==> src/verilog/timer16_params.svh <==
// Offsets, masks, reset values and divider constants of the timer control block
`ifndef TIMER16_PARAMS_SVH
`define TIMER16_PARAMS_SVH
`define IDX_MODE 16'hff60
`define IDX_PRESCALE 16'hff61
`define IDX_CCCTL 16'hff62
`define IDX_OUTCTL 16'hff63
`define IDX_CCA 16'hff64
`define IDX_CCB 16'hff65
`define IDX_COUNT 16'hff66
`define ADDR_OF(i) {14'h0000, i, 2'b00}
`define RST_BYTE 8'h00
`define RST_WORD 16'h0000
`define MODE_MASK 8'h0f
`define PRESCALE_MASK 8'hf3
`define CCCTL_MASK 8'h07
`define OUTCTL_KEEP 8'h13
`define DIV4_MASK 6'h03
`define DIV8_MASK 6'h07
`define DIV64_MASK 6'h3f
`define DIV_ZERO 6'h00
`define DIV_ONE 6'h01
`define CNT_ZERO 16'h0000
`define CNT_ONE 16'h0001
`define CNT_MAX 16'hffff
`define RESP_OKAY 2'b00
`define RESP_SLVERR 2'b10
`define DATA_ZERO 32'h00000000
`endif

==> src/verilog/timer16_pkg.sv <==
// Register layouts and mode encodings of the timer control block
package timer16_pkg;
    typedef enum logic [1:0] {MODE_STOP = 2'b00, MODE_FREE = 2'b01, MODE_CLR_IN = 2'b10,
                              MODE_CLR_MATCH = 2'b11} mode_e;
    typedef enum logic [1:0] {EDGE_FALL = 2'b00, EDGE_RISE = 2'b01, EDGE_BAD = 2'b10,
                              EDGE_BOTH = 2'b11} edge_e;
    typedef enum logic [1:0] {CLK_FX = 2'b00, CLK_DIV4 = 2'b01, CLK_DIV64 = 2'b10,
                              CLK_EXT = 2'b11} clk_e;
    typedef struct packed {
        logic [3:0] zero;
        logic mode_sel_hi;
        logic mode_sel_mid;
        logic mode_sel_lo;
        logic overflow_flag;
    } mode_s;
    typedef struct packed {
        logic [1:0] edge_sel_in2;
        logic [1:0] edge_sel_in1;
        logic [1:0] zero;
        logic [1:0] clk_sel;
    } prescale_s;
    typedef struct packed {
        logic [4:0] zero;
        logic capcomp_b_capture_en;
        logic capcomp_a_trigger_sel;
        logic capcomp_a_capture_en;
    } ccctl_s;
    typedef struct packed {
        logic [2:0] zero;
        logic invert_on_match_b;
        logic out_ff_set;
        logic out_ff_clear;
        logic invert_on_match_a;
        logic out_enable;
    } outctl_s;
endpackage

==> src/verilog/timer16_control_regs.sv <==
// 16-bit timer/event counter with its control registers behind an AXI4-Lite slave
`timescale 1ns/100ps
`include "timer16_params.svh"
module timer16_control_regs
    import timer16_pkg::*;
(
    // Clock and reset
    input wire logic aclk,
    input wire logic aresetn,
    // AXI4-Lite write address and data
    input wire logic [31:0] awaddr,
    input wire logic awvalid,
    output logic awready,
    input wire logic [31:0] wdata,
    input wire logic [3:0] wstrb,
    input wire logic wvalid,
    output logic wready,
    // AXI4-Lite write response
    output logic [1:0] bresp,
    output logic bvalid,
    input wire logic bready,
    // AXI4-Lite read
    input wire logic [31:0] araddr,
    input wire logic arvalid,
    output logic arready,
    output logic [31:0] rdata,
    output logic [1:0] rresp,
    output logic rvalid,
    input wire logic rready,
    // Timer pins
    input wire logic timer_input_1,
    input wire logic timer_input_2,
    output logic timer_output,
    // Match and capture requests
    output logic match_irq_a,
    output logic match_irq_b
);
    // Control registers
    mode_s mode_ctl;
    prescale_s prs;
    ccctl_s cc;
    outctl_s out_ctl;
    // Timer datapath
    logic [15:0] up_counter;
    logic [15:0] capcomp_reg_a;
    logic [15:0] capcomp_reg_b;
    logic out_ff;
    logic [5:0] div_cnt;
    // Pin synchronisers, sample history, filtered level
    logic [1:0] sync_a;
    logic [1:0] sync_b;
    logic [1:0] samp_prev;
    logic [1:0] filt;
    logic seen_run;
    // Registered edge pulses
    logic edge1;
    logic opp1;
    logic edge2;
    // Write channel state; rd_out_q remembers a read of the output control register
    logic aw_have;
    logic w_have;
    logic [31:0] aw_addr_q;
    logic [31:0] w_data_q;
    logic [3:0] w_strb_q;
    logic rd_out_q;

    // Edge selection; the banned 10 code detects nothing
    function automatic logic edge_hit(input logic [1:0] sel, input logic r, input logic f);
        case (edge_e'(sel))
            EDGE_FALL: edge_hit = f;
            EDGE_RISE: edge_hit = r;
            EDGE_BOTH: edge_hit = r | f;
            default: edge_hit = 1'b0;
        endcase
    endfunction

    // Opposite edge of input 1; none when both edges are chosen
    function automatic logic opp_hit(input logic [1:0] sel, input logic r, input logic f);
        case (edge_e'(sel))
            EDGE_FALL: opp_hit = r;
            EDGE_RISE: opp_hit = f;
            default: opp_hit = 1'b0;
        endcase
    endfunction

    // Mode decode
    wire mode_e mode = mode_e'({mode_ctl.mode_sel_hi, mode_ctl.mode_sel_mid});
    wire running = mode != MODE_STOP;
    wire clk_e csel = clk_e'(prs.clk_sel);

    // Prescaler taps
    wire div4 = (div_cnt & `DIV4_MASK) == `DIV4_MASK;
    wire div8 = (div_cnt & `DIV8_MASK) == `DIV8_MASK;
    wire div64 = div_cnt == `DIV64_MASK;
    // Count clock enable per selection
    wire cnt_clk = (csel == CLK_FX) ? 1'b1 : (csel == CLK_DIV4) ? div4 :
                   (csel == CLK_DIV64) ? div64 : edge1;
    wire tick = running & cnt_clk;
    // External clock cannot sample itself, so fx/8 samples the pins then
    wire samp_en = ((csel == CLK_EXT) ? div8 : cnt_clk) & (running | seen_run);

    // Two agreeing samples move the filtered level
    wire [1:0] next_filt = (sync_b & samp_prev) | (filt & (sync_b | samp_prev));
    wire [1:0] rise = next_filt & ~filt;
    wire [1:0] fall = ~next_filt & filt;

    // Compare matches, only for registers in compare role
    wire eq_a = up_counter == capcomp_reg_a;
    wire eq_b = up_counter == capcomp_reg_b;
    wire match_a = tick & ~cc.capcomp_a_capture_en & eq_a;
    wire match_b = tick & ~cc.capcomp_b_capture_en & eq_b;
    // Capture triggers
    wire trig_a = cc.capcomp_a_trigger_sel ? opp1 : edge2;
    wire cap_a = running & cc.capcomp_a_capture_en & trig_a;
    wire cap_b = running & cc.capcomp_b_capture_en & edge1;

    // Output flip-flop toggle sources
    wire tog_in = running & mode_ctl.mode_sel_lo & edge1;
    wire tog = (match_a & out_ctl.invert_on_match_a) ^ (match_b & out_ctl.invert_on_match_b) ^ tog_in;

    // Counter next value per mode
    logic [15:0] next_counter;
    logic edge_clear;
    always_comb begin
        edge_clear = 1'b0;
        next_counter = up_counter;
        case (mode)
            MODE_STOP: next_counter = `CNT_ZERO;
            MODE_FREE: if (tick) begin
                next_counter = up_counter + `CNT_ONE;
            end
            MODE_CLR_IN: if (edge1) begin
                edge_clear = 1'b1;
                next_counter = `CNT_ZERO;
            end else if (tick) begin
                next_counter = up_counter + `CNT_ONE;
            end
            MODE_CLR_MATCH: if (tick) begin
                next_counter = eq_a ? `CNT_ZERO : up_counter + `CNT_ONE;
            end
            default: next_counter = `CNT_ZERO;
        endcase
    end
    // Rolling over from all ones, including a match-clear at all ones
    wire ovf_set = tick & (up_counter == `CNT_MAX) & ~edge_clear;

    // Write decode
    wire w_lane0 = w_strb_q[0];
    wire w_lane1 = w_strb_q[1];
    wire do_wr = aw_have & w_have & ~bvalid;
    wire hit_mode = aw_addr_q == `ADDR_OF(`IDX_MODE);
    wire hit_prs = aw_addr_q == `ADDR_OF(`IDX_PRESCALE);
    wire hit_cc = aw_addr_q == `ADDR_OF(`IDX_CCCTL);
    wire hit_out = aw_addr_q == `ADDR_OF(`IDX_OUTCTL);
    wire hit_cca = aw_addr_q == `ADDR_OF(`IDX_CCA);
    wire hit_ccb = aw_addr_q == `ADDR_OF(`IDX_CCB);
    wire hit_cnt = aw_addr_q == `ADDR_OF(`IDX_COUNT);
    wire w_mapped = hit_mode | hit_prs | hit_cc | hit_out | hit_cca | hit_ccb | hit_cnt;
    wire wr_mode = do_wr & hit_mode & w_lane0;
    wire wr_prs = do_wr & hit_prs & w_lane0;
    wire wr_cc = do_wr & hit_cc & w_lane0;
    wire wr_out = do_wr & hit_out & w_lane0;
    wire mode_s wmode = mode_s'(w_data_q[7:0] & `MODE_MASK);
    wire outctl_s wout = outctl_s'(w_data_q[7:0]);
    // Both upper mode bits written to zero stop a running timer
    wire wr_stop = ~wmode.mode_sel_hi & ~wmode.mode_sel_mid;

    // Read decode
    wire r_mode = araddr == `ADDR_OF(`IDX_MODE);
    wire r_prs = araddr == `ADDR_OF(`IDX_PRESCALE);
    wire r_cc = araddr == `ADDR_OF(`IDX_CCCTL);
    wire r_out = araddr == `ADDR_OF(`IDX_OUTCTL);
    wire r_cca = araddr == `ADDR_OF(`IDX_CCA);
    wire r_ccb = araddr == `ADDR_OF(`IDX_CCB);
    wire r_cnt = araddr == `ADDR_OF(`IDX_COUNT);
    wire r_mapped = r_mode | r_prs | r_cc | r_out | r_cca | r_ccb | r_cnt;
    // Set and clear bits are never stored, so they read as zero
    wire [31:0] rd_mux = r_mode ? {24'h000000, mode_ctl} : r_prs ? {24'h000000, prs} :
                         r_cc ? {24'h000000, cc} : r_out ? {24'h000000, out_ctl} :
                         r_cca ? {16'h0000, capcomp_reg_a} : r_ccb ? {16'h0000, capcomp_reg_b} :
                         r_cnt ? {16'h0000, up_counter} : `DATA_ZERO;

    // Handshake next states
    wire aw_go = awvalid & awready;
    wire w_go = wvalid & wready;
    wire ar_go = arvalid & arready;
    wire next_aw_have = (aw_have | aw_go) & ~do_wr;
    wire next_w_have = (w_have | w_go) & ~do_wr;
    wire next_rvalid = ar_go | (rvalid & ~rready);

    // Write address and data holding; either may come first
    always_ff @(posedge aclk) begin
        if (!aresetn) begin
            aw_have <= 1'b0;
            w_have <= 1'b0;
            awready <= 1'b0;
            wready <= 1'b0;
        end else begin
            aw_have <= next_aw_have;
            w_have <= next_w_have;
            awready <= ~next_aw_have;
            wready <= ~next_w_have;
        end
    end

    // Captured write payload
    always_ff @(posedge aclk) begin
        if (!aresetn) begin
            aw_addr_q <= `DATA_ZERO;
            w_data_q <= `DATA_ZERO;
            w_strb_q <= 4'h0;
        end else begin
            if (aw_go) begin
                aw_addr_q <= awaddr;
            end
            if (w_go) begin
                w_data_q <= wdata;
                w_strb_q <= wstrb;
            end
        end
    end

    // Write response; unmapped addresses answer SLVERR
    always_ff @(posedge aclk) begin
        if (!aresetn) begin
            bvalid <= 1'b0;
            bresp <= `RESP_OKAY;
        end else if (do_wr) begin
            bvalid <= 1'b1;
            bresp <= w_mapped ? `RESP_OKAY : `RESP_SLVERR;
        end else if (bready) begin
            bvalid <= 1'b0;
        end
    end

    // Read channel, one cycle after the address is taken
    always_ff @(posedge aclk) begin
        if (!aresetn) begin
            arready <= 1'b0;
            rvalid <= 1'b0;
            rdata <= `DATA_ZERO;
            rresp <= `RESP_OKAY;
            rd_out_q <= 1'b0;
        end else begin
            arready <= ~next_rvalid;
            rvalid <= next_rvalid;
            if (ar_go) begin
                rdata <= rd_mux;
                rresp <= r_mapped ? `RESP_OKAY : `RESP_SLVERR;
                rd_out_q <= r_out;
            end
        end
    end

    // Mode register: while running, a write that does not stop the timer changes only the overflow flag
    always_ff @(posedge aclk) begin
        if (!aresetn) begin
            mode_ctl <= mode_s'(`RST_BYTE);
        end else begin
            // Without the stop exception a running timer could never be halted
            if (wr_mode && (!running || wr_stop)) begin
                mode_ctl <= wmode;
            end else if (wr_mode) begin
                mode_ctl.overflow_flag <= wmode.overflow_flag;
            end
            // A rollover in the same cycle as a clear still lands
            if (ovf_set) begin
                mode_ctl.overflow_flag <= 1'b1;
            end
        end
    end

    // Other control registers; software stops the timer first
    always_ff @(posedge aclk) begin
        if (!aresetn) begin
            prs <= prescale_s'(`RST_BYTE);
            cc <= ccctl_s'(`RST_BYTE);
            out_ctl <= outctl_s'(`RST_BYTE);
        end else begin
            if (wr_prs) begin
                prs <= prescale_s'(w_data_q[7:0] & `PRESCALE_MASK);
            end
            if (wr_cc) begin
                cc <= ccctl_s'(w_data_q[7:0] & `CCCTL_MASK);
            end
            if (wr_out) begin
                out_ctl <= outctl_s'(w_data_q[7:0] & `OUTCTL_KEEP);
            end
        end
    end

    // Free-running prescaler
    always_ff @(posedge aclk) begin
        if (!aresetn) begin
            div_cnt <= `DIV_ZERO;
        end else begin
            div_cnt <= div_cnt + `DIV_ONE;
        end
    end

    // Pin synchronisers; the first stage feeds only the second
    always_ff @(posedge aclk) begin
        if (!aresetn) begin
            sync_a <= 2'b00;
            sync_b <= 2'b00;
        end else begin
            sync_a <= {timer_input_2, timer_input_1};
            sync_b <= sync_a;
        end
    end

    // Sampling and edge pulses; the level starts low so a high pin
    // gives a rising edge at first enable, but not after a later stop
    always_ff @(posedge aclk) begin
        if (!aresetn) begin
            samp_prev <= 2'b00;
            filt <= 2'b00;
            seen_run <= 1'b0;
            edge1 <= 1'b0;
            opp1 <= 1'b0;
            edge2 <= 1'b0;
        end else begin
            seen_run <= seen_run | running;
            edge1 <= samp_en & edge_hit(prs.edge_sel_in1, rise[0], fall[0]);
            opp1 <= samp_en & opp_hit(prs.edge_sel_in1, rise[0], fall[0]);
            edge2 <= samp_en & edge_hit(prs.edge_sel_in2, rise[1], fall[1]);
            if (samp_en) begin
                samp_prev <= sync_b;
                filt <= next_filt;
            end
        end
    end

    // Counter and capture registers; a capture beats a software write
    always_ff @(posedge aclk) begin
        if (!aresetn) begin
            up_counter <= `CNT_ZERO;
            capcomp_reg_a <= `RST_WORD;
            capcomp_reg_b <= `RST_WORD;
        end else begin
            up_counter <= next_counter;
            if (cap_a) begin
                capcomp_reg_a <= up_counter;
            end else if (do_wr && hit_cca) begin
                if (w_lane0) capcomp_reg_a[7:0] <= w_data_q[7:0];
                if (w_lane1) capcomp_reg_a[15:8] <= w_data_q[15:8];
            end
            if (cap_b) begin
                capcomp_reg_b <= up_counter;
            end else if (do_wr && hit_ccb) begin
                if (w_lane0) capcomp_reg_b[7:0] <= w_data_q[7:0];
                if (w_lane1) capcomp_reg_b[15:8] <= w_data_q[15:8];
            end
        end
    end

    // Output flip-flop: a lone software set or clear overrides toggling; set and clear together do not
    always_ff @(posedge aclk) begin
        if (!aresetn) begin
            out_ff <= 1'b0;
        end else if (wr_out && wout.out_ff_set && !wout.out_ff_clear) begin
            out_ff <= 1'b1;
        end else if (wr_out && wout.out_ff_clear && !wout.out_ff_set) begin
            out_ff <= 1'b0;
        end else if (tog) begin
            out_ff <= ~out_ff;
        end
    end

    // Pin and request outputs
    always_ff @(posedge aclk) begin
        if (!aresetn) begin
            timer_output <= 1'b0;
            match_irq_a <= 1'b0;
            match_irq_b <= 1'b0;
        end else begin
            timer_output <= out_ff & out_ctl.out_enable;
            match_irq_a <= match_a | cap_a;
            match_irq_b <= match_b | cap_b;
        end
    end

    // Read data seen through the output control layout
    wire outctl_s rd_oc = outctl_s'(rdata[7:0]);
endmodule

==> config.mk <==
export PLATFORM = sky130hd
export DESIGN_NAME = timer16_control_regs
export DESIGN_NICKNAME = d
export VERILOG_FILES = /design/src/verilog/timer16_pkg.sv /design/src/verilog/timer16_control_regs.sv
export VERILOG_INCLUDE_DIRS = /design/src /design/src/verilog
export SDC_FILE = /design/constraint.sdc
export NUM_CORES = 1
export LEC_CHECK = 0
export BUFFER_PORTS_ARGS = -buffer_cell sky130_fd_sc_hd__buf_4
export CELL_PAD_IN_SITES_DETAIL_PLACEMENT = 0
export CELL_PAD_IN_SITES_GLOBAL_PLACEMENT = 1
export CORE_ASPECT_RATIO = 1.5
export CORE_MARGIN = 2
export CORE_UTILIZATION = 45
export CTS_CLUSTER_DIAMETER = 30
export DETAILED_ROUTE_END_ITERATION = 8
export PLACE_DENSITY_LB_ADDON = 0.1
export SYNTH_ARGS = -nofsm -noshare
export SYNTH_HDL_FRONTEND = slang
export SYNTH_SLANG_ARGS = --single-unit
==> constraint.sdc <==
create_clock -name aclk -period 3.6 [get_ports aclk]
set_clock_uncertainty 0.05 [all_clocks]
set_input_delay 0.36 -clock aclk [delete_from_list [all_inputs] [get_ports aclk]]
set_output_delay 0.36 -clock aclk [all_outputs]
set_load 0.05 [all_outputs]
==> metrics, run 1 <==
outcome finished clean; worst reg2reg endpoint capcomp_reg_b[1]; Power Density 420.1 nW/um^2; CTS Hold Bufs 0; CP Launch Point aw_addr_q[23]; count of cell types in the netlist 67; Yosys top cell by area dfxtp_1; DPL Wire Length 16130 microns; Final setup viols 0; Final Cell Area 9615 sq um; pin count of the biggest net entering global routing 67; deepest clock path buffer count 2; Synth Instances 959; R2R Setup Slk 0.81 ns; Yosys Warn Count 0; clk sink count 161; Mapped Area 8105 sq um; Syn Area/Cell 8.452 sq um; CP startpoint kind flop; Fin. Hold Viols 0; Final ANT Viol Nets 0; critical path class reg -> reg; WL per Instance 17.45 microns; crit path capture capcomp_reg_b[1]; post-synth top area share 0.3977; Vias/cell 5.438; Critical Path Sink Type flop; Worst-Margin Slew 1.103 ns; Leak 4.041 nW; post-CTS setup buffer count 0; TritonRoute pass-1 iters 5; I/O Buffers 116; fin crit period 2.785 ns; Vias 6912; antenna violations before repair 0; Clock Root Buffer clkbuf_16; grt met3 use 0.03960; CTS resizes 0; DRC 0; Synth Flop Type dfxtp_1; Post-layout nets 1153; min-delay worst type in -> reg; CTS tree yes; setup TNS 0 ns; vias in the first global route 6614; reg2reg start aw_addr_q[23]; fraction of layout cells with a size suffix above 1 0.1736; Post-synth ARST share 0; drt total wl 22190 microns; WP data required 3.88 ns; Tcrit/Tclk final 0.7737; length in cells of the worst reg-to-reg path 7; f_max 359.0 MHz; clk_lat worst skew 0.44 ns; Core ar. 17790 sq um; die width 113.6 microns; Slew HR 0.2650; die span in y 168.4 microns; register area share after synthesis 0.3977; Final GP Congestion 0.8474; CTS buffer count 17; Cell Area, Placed 9016 sq um; n_diodes 0; hold slack 0.07428 ns; initial drt markers 382; Critical Path AT 3.06 ns; IO Count 153; Most Crowded Layer GR met2; area of the die 19120 sq um; Yosys reg bits 161; first-pass GRT wire length 34960 microns; met1 Usage GRT 0.2622; initial core utilization 0.4556; unrepaired setup endpoints after global routing false; Slew Limit Fails 0; Worst-path clk slew 0.07 ns; max-capacitance violation count 0; Filler cells 1761; Remaining Overflow, GRT 0; H-tree Lvls 4; VDD IR max 0.0003475 V; Placement Rows 60; M2 GR Usage 0.4283; area delta synth->final 18.63%; largest cells by area after synthesis dfxtp_1, nand2_1, mux2i_1; total global-route track usage 0.2342; Critical Path Fanout Max 16; EDFF count, synth 0
[power by group]
part,internal (mW),total [mW],switching [mW]
Combinational,0.134,0.319,0.185
Sequential,1.82,1.86,0.0372
Clock,1.05,1.86,0.814
Total,3.00,4.04,1.04
[cell type report]
type | count | area (sq um) | share of cell area
Clock buffer | 18 | 429.2 | 0.04463
Timing Repair Buffer | 132 | 1003 | 0.1044
Multi-Input combinational cell | 720 | 4484 | 0.4664
Inverter | 9 | 33.78 | 0.003513
Clock inverter | 14 | 170.2 | 0.01770
Sequential cell | 161 | 3223 | 0.3352
Tap cell | 217 | 271.5 | 0.02824
[registers in the layout, summed over array words and instances, names as in the netlist, 4 cells and up]
register	count
aw_addr_q	32
w_data_q	16
rdata	16
up_counter	16
prs	4
capcomp_reg_a	16
div_cnt	6
capcomp_reg_b	16
[through the flow]
step | instances | power [mW] | setup WS [ns] | utilization
2_1_floorplan | 976 | 2.106 | 1.351 | -
3_3_place_gp | 1239 | 2.220 | 0.8083 | 0.5068
3_5_place_dp | 1239 | 2.222 | 0.7412 | 0.5068
4_1_cts | 1271 | 4.083 | 0.7323 | 0.5404
5_1_grt | 1271 | 4.186 | 0.5792 | 0.5404
6_report | 1271 | 4.040 | 0.8146 | 0.5404
[per-layer routing]
layer  vias to the layer above  share of wire
li1                       3490              -
met1                      3240           0.40
met2                       142           0.53
met3                        40          0.032
met4                         0          0.035
met5                         -              0
[critical path: stages (launching register included)]
cell,delay [ns]
dfxtp_1,0.31
nor4_1,0.39
nand4_1,0.18
or4_4,0.47
or3_1,0.38
o21ai_2,0.55
o211ai_1,0.18
o211a_1,0.16
[how the worst min path moves through the flow]
stage,startpoint,endpoint,depth (start not counted)
floorplan,sync_a[0],sync_b[0],1
global placement,sync_a[0],sync_b[0],1
detailed placement,sync_a[0],sync_b[0],1
CTS,timer_input_2,sync_a[1],2
global route,timer_input_2,sync_a[1],2
finish,timer_input_2,sync_a[1],2
[layout by cell type (no fill, tap or decap), drive strengths merged, types with 10 or more instances in the layout]
cell,instances
o211a,34
nand2b,11
conb,18
dfxtp,161
and2,13
a21boi,65
nor2,46
buf,132
nor3,16
xnor2,36
nor2b,29
inv,16
a22oi,20
o21ai,28
nand3,25
or3,10
nand2,192
nand4,16
mux2i,47
clkbuf,18
a21oi,28
[cells by family after synthesis]
family,after synthesis,synth area share
compound gates,217,0.2007
mux,49,0.06128
flops,161,0.3977
buf+inv,95,0.05696
xor+xnor,37,0.03998
simple gates,396,0.2383
other cells,1,0.0004627
fa+ha+maj,3,0.004632
[synth_stat cells (20+ instances only)]
| library cell | number |
|---|---|
| xnor2_1 | 36 |
| dfxtp_1 | 161 |
| nand3_1 | 25 |
| nand2_1 | 192 |
| a22oi_1 | 20 |
| mux2i_1 | 47 |
| a21boi_1 | 61 |
| o211a_1 | 34 |
| nor2_1 | 43 |
| nor2b_1 | 29 |
| clkbuf_1 | 41 |
| a21oi_1 | 28 |
| buf_4 | 21 |
| buf_2 | 20 |
Note: power is estimated with default switching activity, not from simulation.
==> inputs of run 2 (changes only) <==
--- a/config.mk
+++ b/config.mk
@@ -6,12 +6,13 @@
 export SDC_FILE = /design/constraint.sdc
 export NUM_CORES = 1
 export LEC_CHECK = 0
+export ABC_AREA = 1
 export BUFFER_PORTS_ARGS = -buffer_cell sky130_fd_sc_hd__buf_4
 export CELL_PAD_IN_SITES_DETAIL_PLACEMENT = 0
 export CELL_PAD_IN_SITES_GLOBAL_PLACEMENT = 1
 export CORE_ASPECT_RATIO = 1.5
 export CORE_MARGIN = 2
-export CORE_UTILIZATION = 45
+export CORE_UTILIZATION = 40
 export CTS_CLUSTER_DIAMETER = 30
 export DETAILED_ROUTE_END_ITERATION = 8
 export PLACE_DENSITY_LB_ADDON = 0.1
==> constraint.sdc (replaced) <==
create_clock -name aclk -period 2.65 [get_ports aclk]
set_clock_uncertainty 0.05 [all_clocks]
set_input_delay 0.265 -clock aclk [delete_from_list [all_inputs] [get_ports aclk]]
set_output_delay 0.265 -clock aclk [all_outputs]
set_load 0.05 [all_outputs]
==> metrics, run 2 <==
Critical Path Sink Type flop (unchanged); combinational power share 0.092 (was 0.079); CP startpoint kind flop (unchanged); post-synth top area share 0.3753 (was 0.3977); critical path, cell by cell ha_1 -> nand2_1 -> nor2_1 -> nand3b_1 -> nand2_2 -> nand2_2 -> inv_2 -> nor2_2 -> nor2_2 -> nand3_1 -> a21oi_1 (was nor4_1 -> nand4_1 -> or4_4 -> or3_1 -> o21ai_2 -> o211ai_1 -> o211a_1); Yosys top cell by area dfxtp_1 (unchanged); Yosys reg bits 161 (unchanged); sw frac 0.2502 (was 0.2567); VDD IR max 0.0005150 V (was 0.0003475 V); clk_lat worst skew 0.43 ns (was 0.44 ns); n_diodes 0 (unchanged); Tcrit/Tclk final 0.8402 (was 0.7737); initial drt markers 479 (was 382); Synth Instances 1291 (was 959); Sequential Power Share 0.463 (was 0.460); Critical Path AT 2.53 ns (was 3.06 ns); pre-CTS setup slack 0.4493 ns (was 0.7412 ns); DPL Wire Length 19000 microns (was 16130 microns); f_max 449.2 MHz (was 359.0 MHz); Leak 4.298 nW (was 4.041 nW); Post-synth ARST share 0 (unchanged); slowest cell delay on critical path 0.35 ns (was 0.55 ns); critical path class reg -> reg (unchanged); Final ANT Viol Nets 0 (unchanged); Final setup viols 0 (unchanged); WL per Instance 15.18 microns (was 17.45 microns); post-CTS setup buffer count 0 (unchanged); CTS buffer count 17 (unchanged); max-capacitance violation count 0 (unchanged); Top Family by Delay on Critical Path simple AND/OR/NAND/NOR gates (unchanged); most common cell after layout, fill and taps aside nand2_1 (unchanged); antenna violations before repair 0 (unchanged); Final Cell Area 10190 sq um (was 9615 sq um); die span in y 183.4 microns (was 168.4 microns); area of the die 22680 sq um (was 19120 sq um); pin count of the biggest net entering global routing 121 (was 67); I/O Buffers 116 (unchanged); Clock Root Buffer clkbuf_16 (unchanged); outcome finished clean (unchanged); DRC 0 (unchanged); top post-synthesis cells by count nand2_1, nor2_1, dfxtp_1, o21ai_0, inv_1 (was nand2_1, dfxtp_1, a21boi_1, mux2i_1, nor2_1); TritonRoute pass-1 iters 5 (unchanged); CP Launch Point div_cnt[0] (was aw_addr_q[23]); H-tree Lvls 4 (unchanged); Slew Limit Fails 0 (unchanged); largest cells by area after synthesis dfxtp_1, nand2_1, nor2_1 (was dfxtp_1, nand2_1, mux2i_1); reg2reg start div_cnt[0] (was aw_addr_q[23]); Worst Path Buf+Inv 1 (was 0); unrepaired setup endpoints after global routing false (unchanged); Reg with most FFs aw_addr_q (unchanged); Filler cells 2271 (was 1761); count leader, synth nand2_1 (unchanged); area delta synth->final 18.65% (was 18.63%); Worst-path clk slew 0.06 ns (was 0.07 ns); CTS tree yes (unchanged); fraction of layout cells with a size suffix above 1 0.1658 (was 0.1736); min-delay worst type in -> reg (unchanged); Cell Int Power 4.135 mW (was 3.003 mW); min-delay src awaddr[1] (was timer_input_2); Mapped Area 8587 sq um (was 8105 sq um); Cell Area, Placed 9583 sq um (was 9016 sq um); EDFF count, synth 0 (unchanged); Placement Rows 65 (was 60); Power Density 541.3 nW/um^2 (was 420.1 nW/um^2); setup TNS 0 ns (unchanged); drt total wl 25390 microns (was 22190 microns); deepest clock path buffer count 2 (unchanged); Worst-Margin Slew 0.5946 ns (was 1.103 ns); Post-layout nets 1505 (was 1153); initial core utilization 0.4077 (was 0.4556); Core ar. 21060 sq um (was 17790 sq um); count of cell types in the netlist 48 (was 67); NetSw 1.380 mW (was 1.037 mW); Remaining Overflow, GRT 0 (unchanged); Critical Path Fanout Max 9 (was 16); vias in the first global route 7813 (was 6614); Fin. Hold Viols 0 (unchanged); slowest CP cell dfxtp_1 (was o21ai_2); register area share after synthesis 0.3753 (was 0.3977); Final GP Congestion 0.8705 (was 0.8474); Yosys Warn Count 0 (unchanged); clk sink count 161 (unchanged); share of total power in the clock network 0.445 (was 0.461); first-pass GRT wire length 40140 microns (was 34960 microns); IO Count 153 (unchanged); Slew HR 0.6021 (was 0.2650); Syn Area/Cell 6.651 sq um (was 8.452 sq um); Vias/cell 4.987 (was 5.438); setup ws final 0.4236 ns (was 0.8146 ns); WP data required 2.95 ns (was 3.88 ns); Vias 8344 (was 6912); total global-route track usage 0.2311 (was 0.2342); fin crit period 2.226 ns (was 2.785 ns); die width 123.6 microns (was 113.6 microns); Synth Flop Type dfxtp_1 (unchanged); most frequent cells in the layout nand2_1, nor2_1, dfxtp_1, o21ai_0, buf_4 (was nand2_1, dfxtp_1, buf_4, a21boi_1, mux2i_1); Largest register FFs 32 (unchanged)
run 2: cell types whose count changed after synthesis, moves of 29 or more:
cell	change
o211a_1	-34
nand2_1	+83
inv_1	+106
nor2_1	+168
o21ai_0	+134
a21boi_1	-61
mux2i_1	-47
a21oi_1	+56
nor2b_1	-29
run 2: logic make-up after synthesis:
group | share of synthesized area
other | 0.0004367
DFF | 0.3753
adders and majority gates | 0.004372
and+or+nand+nor | 0.3152
AOI/OAI and AO/OA | 0.1693
buffers and inverters | 0.1099
xor gates and xnor gates | 0.02550
run 2: worst paths after layout:
check,cells after the start,slack (ns),endpoint
min,3,0.04,aw_addr_q[1]
max reg2reg,11,0.42,up_counter[1]
min reg2reg,2,0.36,sync_b[0]
max,11,0.42,up_counter[1]
run 2: metrics by stage:
step / utilization / total power, mW / std cells / hold slack [ns]
after floorplan: - / 2.933 / 1308 / 0.3126
after global placement: 0.4549 / 3.112 / 1640 / 0.3425
after detailed placement: 0.4549 / 3.117 / 1640 / 0.3493
after CTS: 0.4837 / 5.577 / 1673 / 0.02004
after global routing: 0.4837 / 5.750 / 1673 / 0.03562
final: 0.4837 / 5.515 / 1673 / 0.03559
run 2: timing repair:
action                                  CTS  global route
endpoints found under the setup margin    0             0
gates resized for setup                   0             0
hold buffers                              2             0
endpoints found under the hold margin     2             0
run 2: area by class of cell:
| class | count | area [sq um] | area share |
|---|---|---|---|
| flip-flops and latches | 161 | 3223 | 0.3163 |
| clock inverters | 7 | 73.82 | 0.007246 |
| clock buffers | 24 | 511.7 | 0.05023 |
| repair buffers | 135 | 1044 | 0.1024 |
| inverters | 137 | 516.7 | 0.05072 |
| multi-input cells | 941 | 4484 | 0.4401 |
| well taps | 268 | 335.3 | 0.03291 |
run 2: power by group through the flow:
| stage | sequential, mW | clock (mW) | combinational (mW) |
|---|---|---|---|
| after floorplan | 2.62 | 0 | 0.316 |
| after global placement | 2.60 | 0 | 0.509 |
| after detailed placement | 2.61 | 0 | 0.512 |
| after CTS | 2.55 | 2.51 | 0.515 |
| after global routing | 2.56 | 2.62 | 0.573 |
| final | 2.55 | 2.46 | 0.507 |
run 2: worst reg2reg max path, cell delays in order (launching register included):
cell      delay, ns
dfxtp_1        0.35
ha_1           0.21
nand2_1        0.07
nor2_1         0.15
nand3b_1       0.13
nand2_2        0.23
nand2_2        0.22
inv_2          0.19
nor2_2         0.09
nor2_2         0.22
nand3_1        0.11
a21oi_1        0.14
run 2: layer usage:
layer  GRT usage  wire length, microns  up-vias
met5           0                     0        -
met4     0.08318                   666        0
met3     0.03412                   839       30
met2      0.4110                 13050      149
met1      0.2780                 10830     3830
li1            -                     -     4335
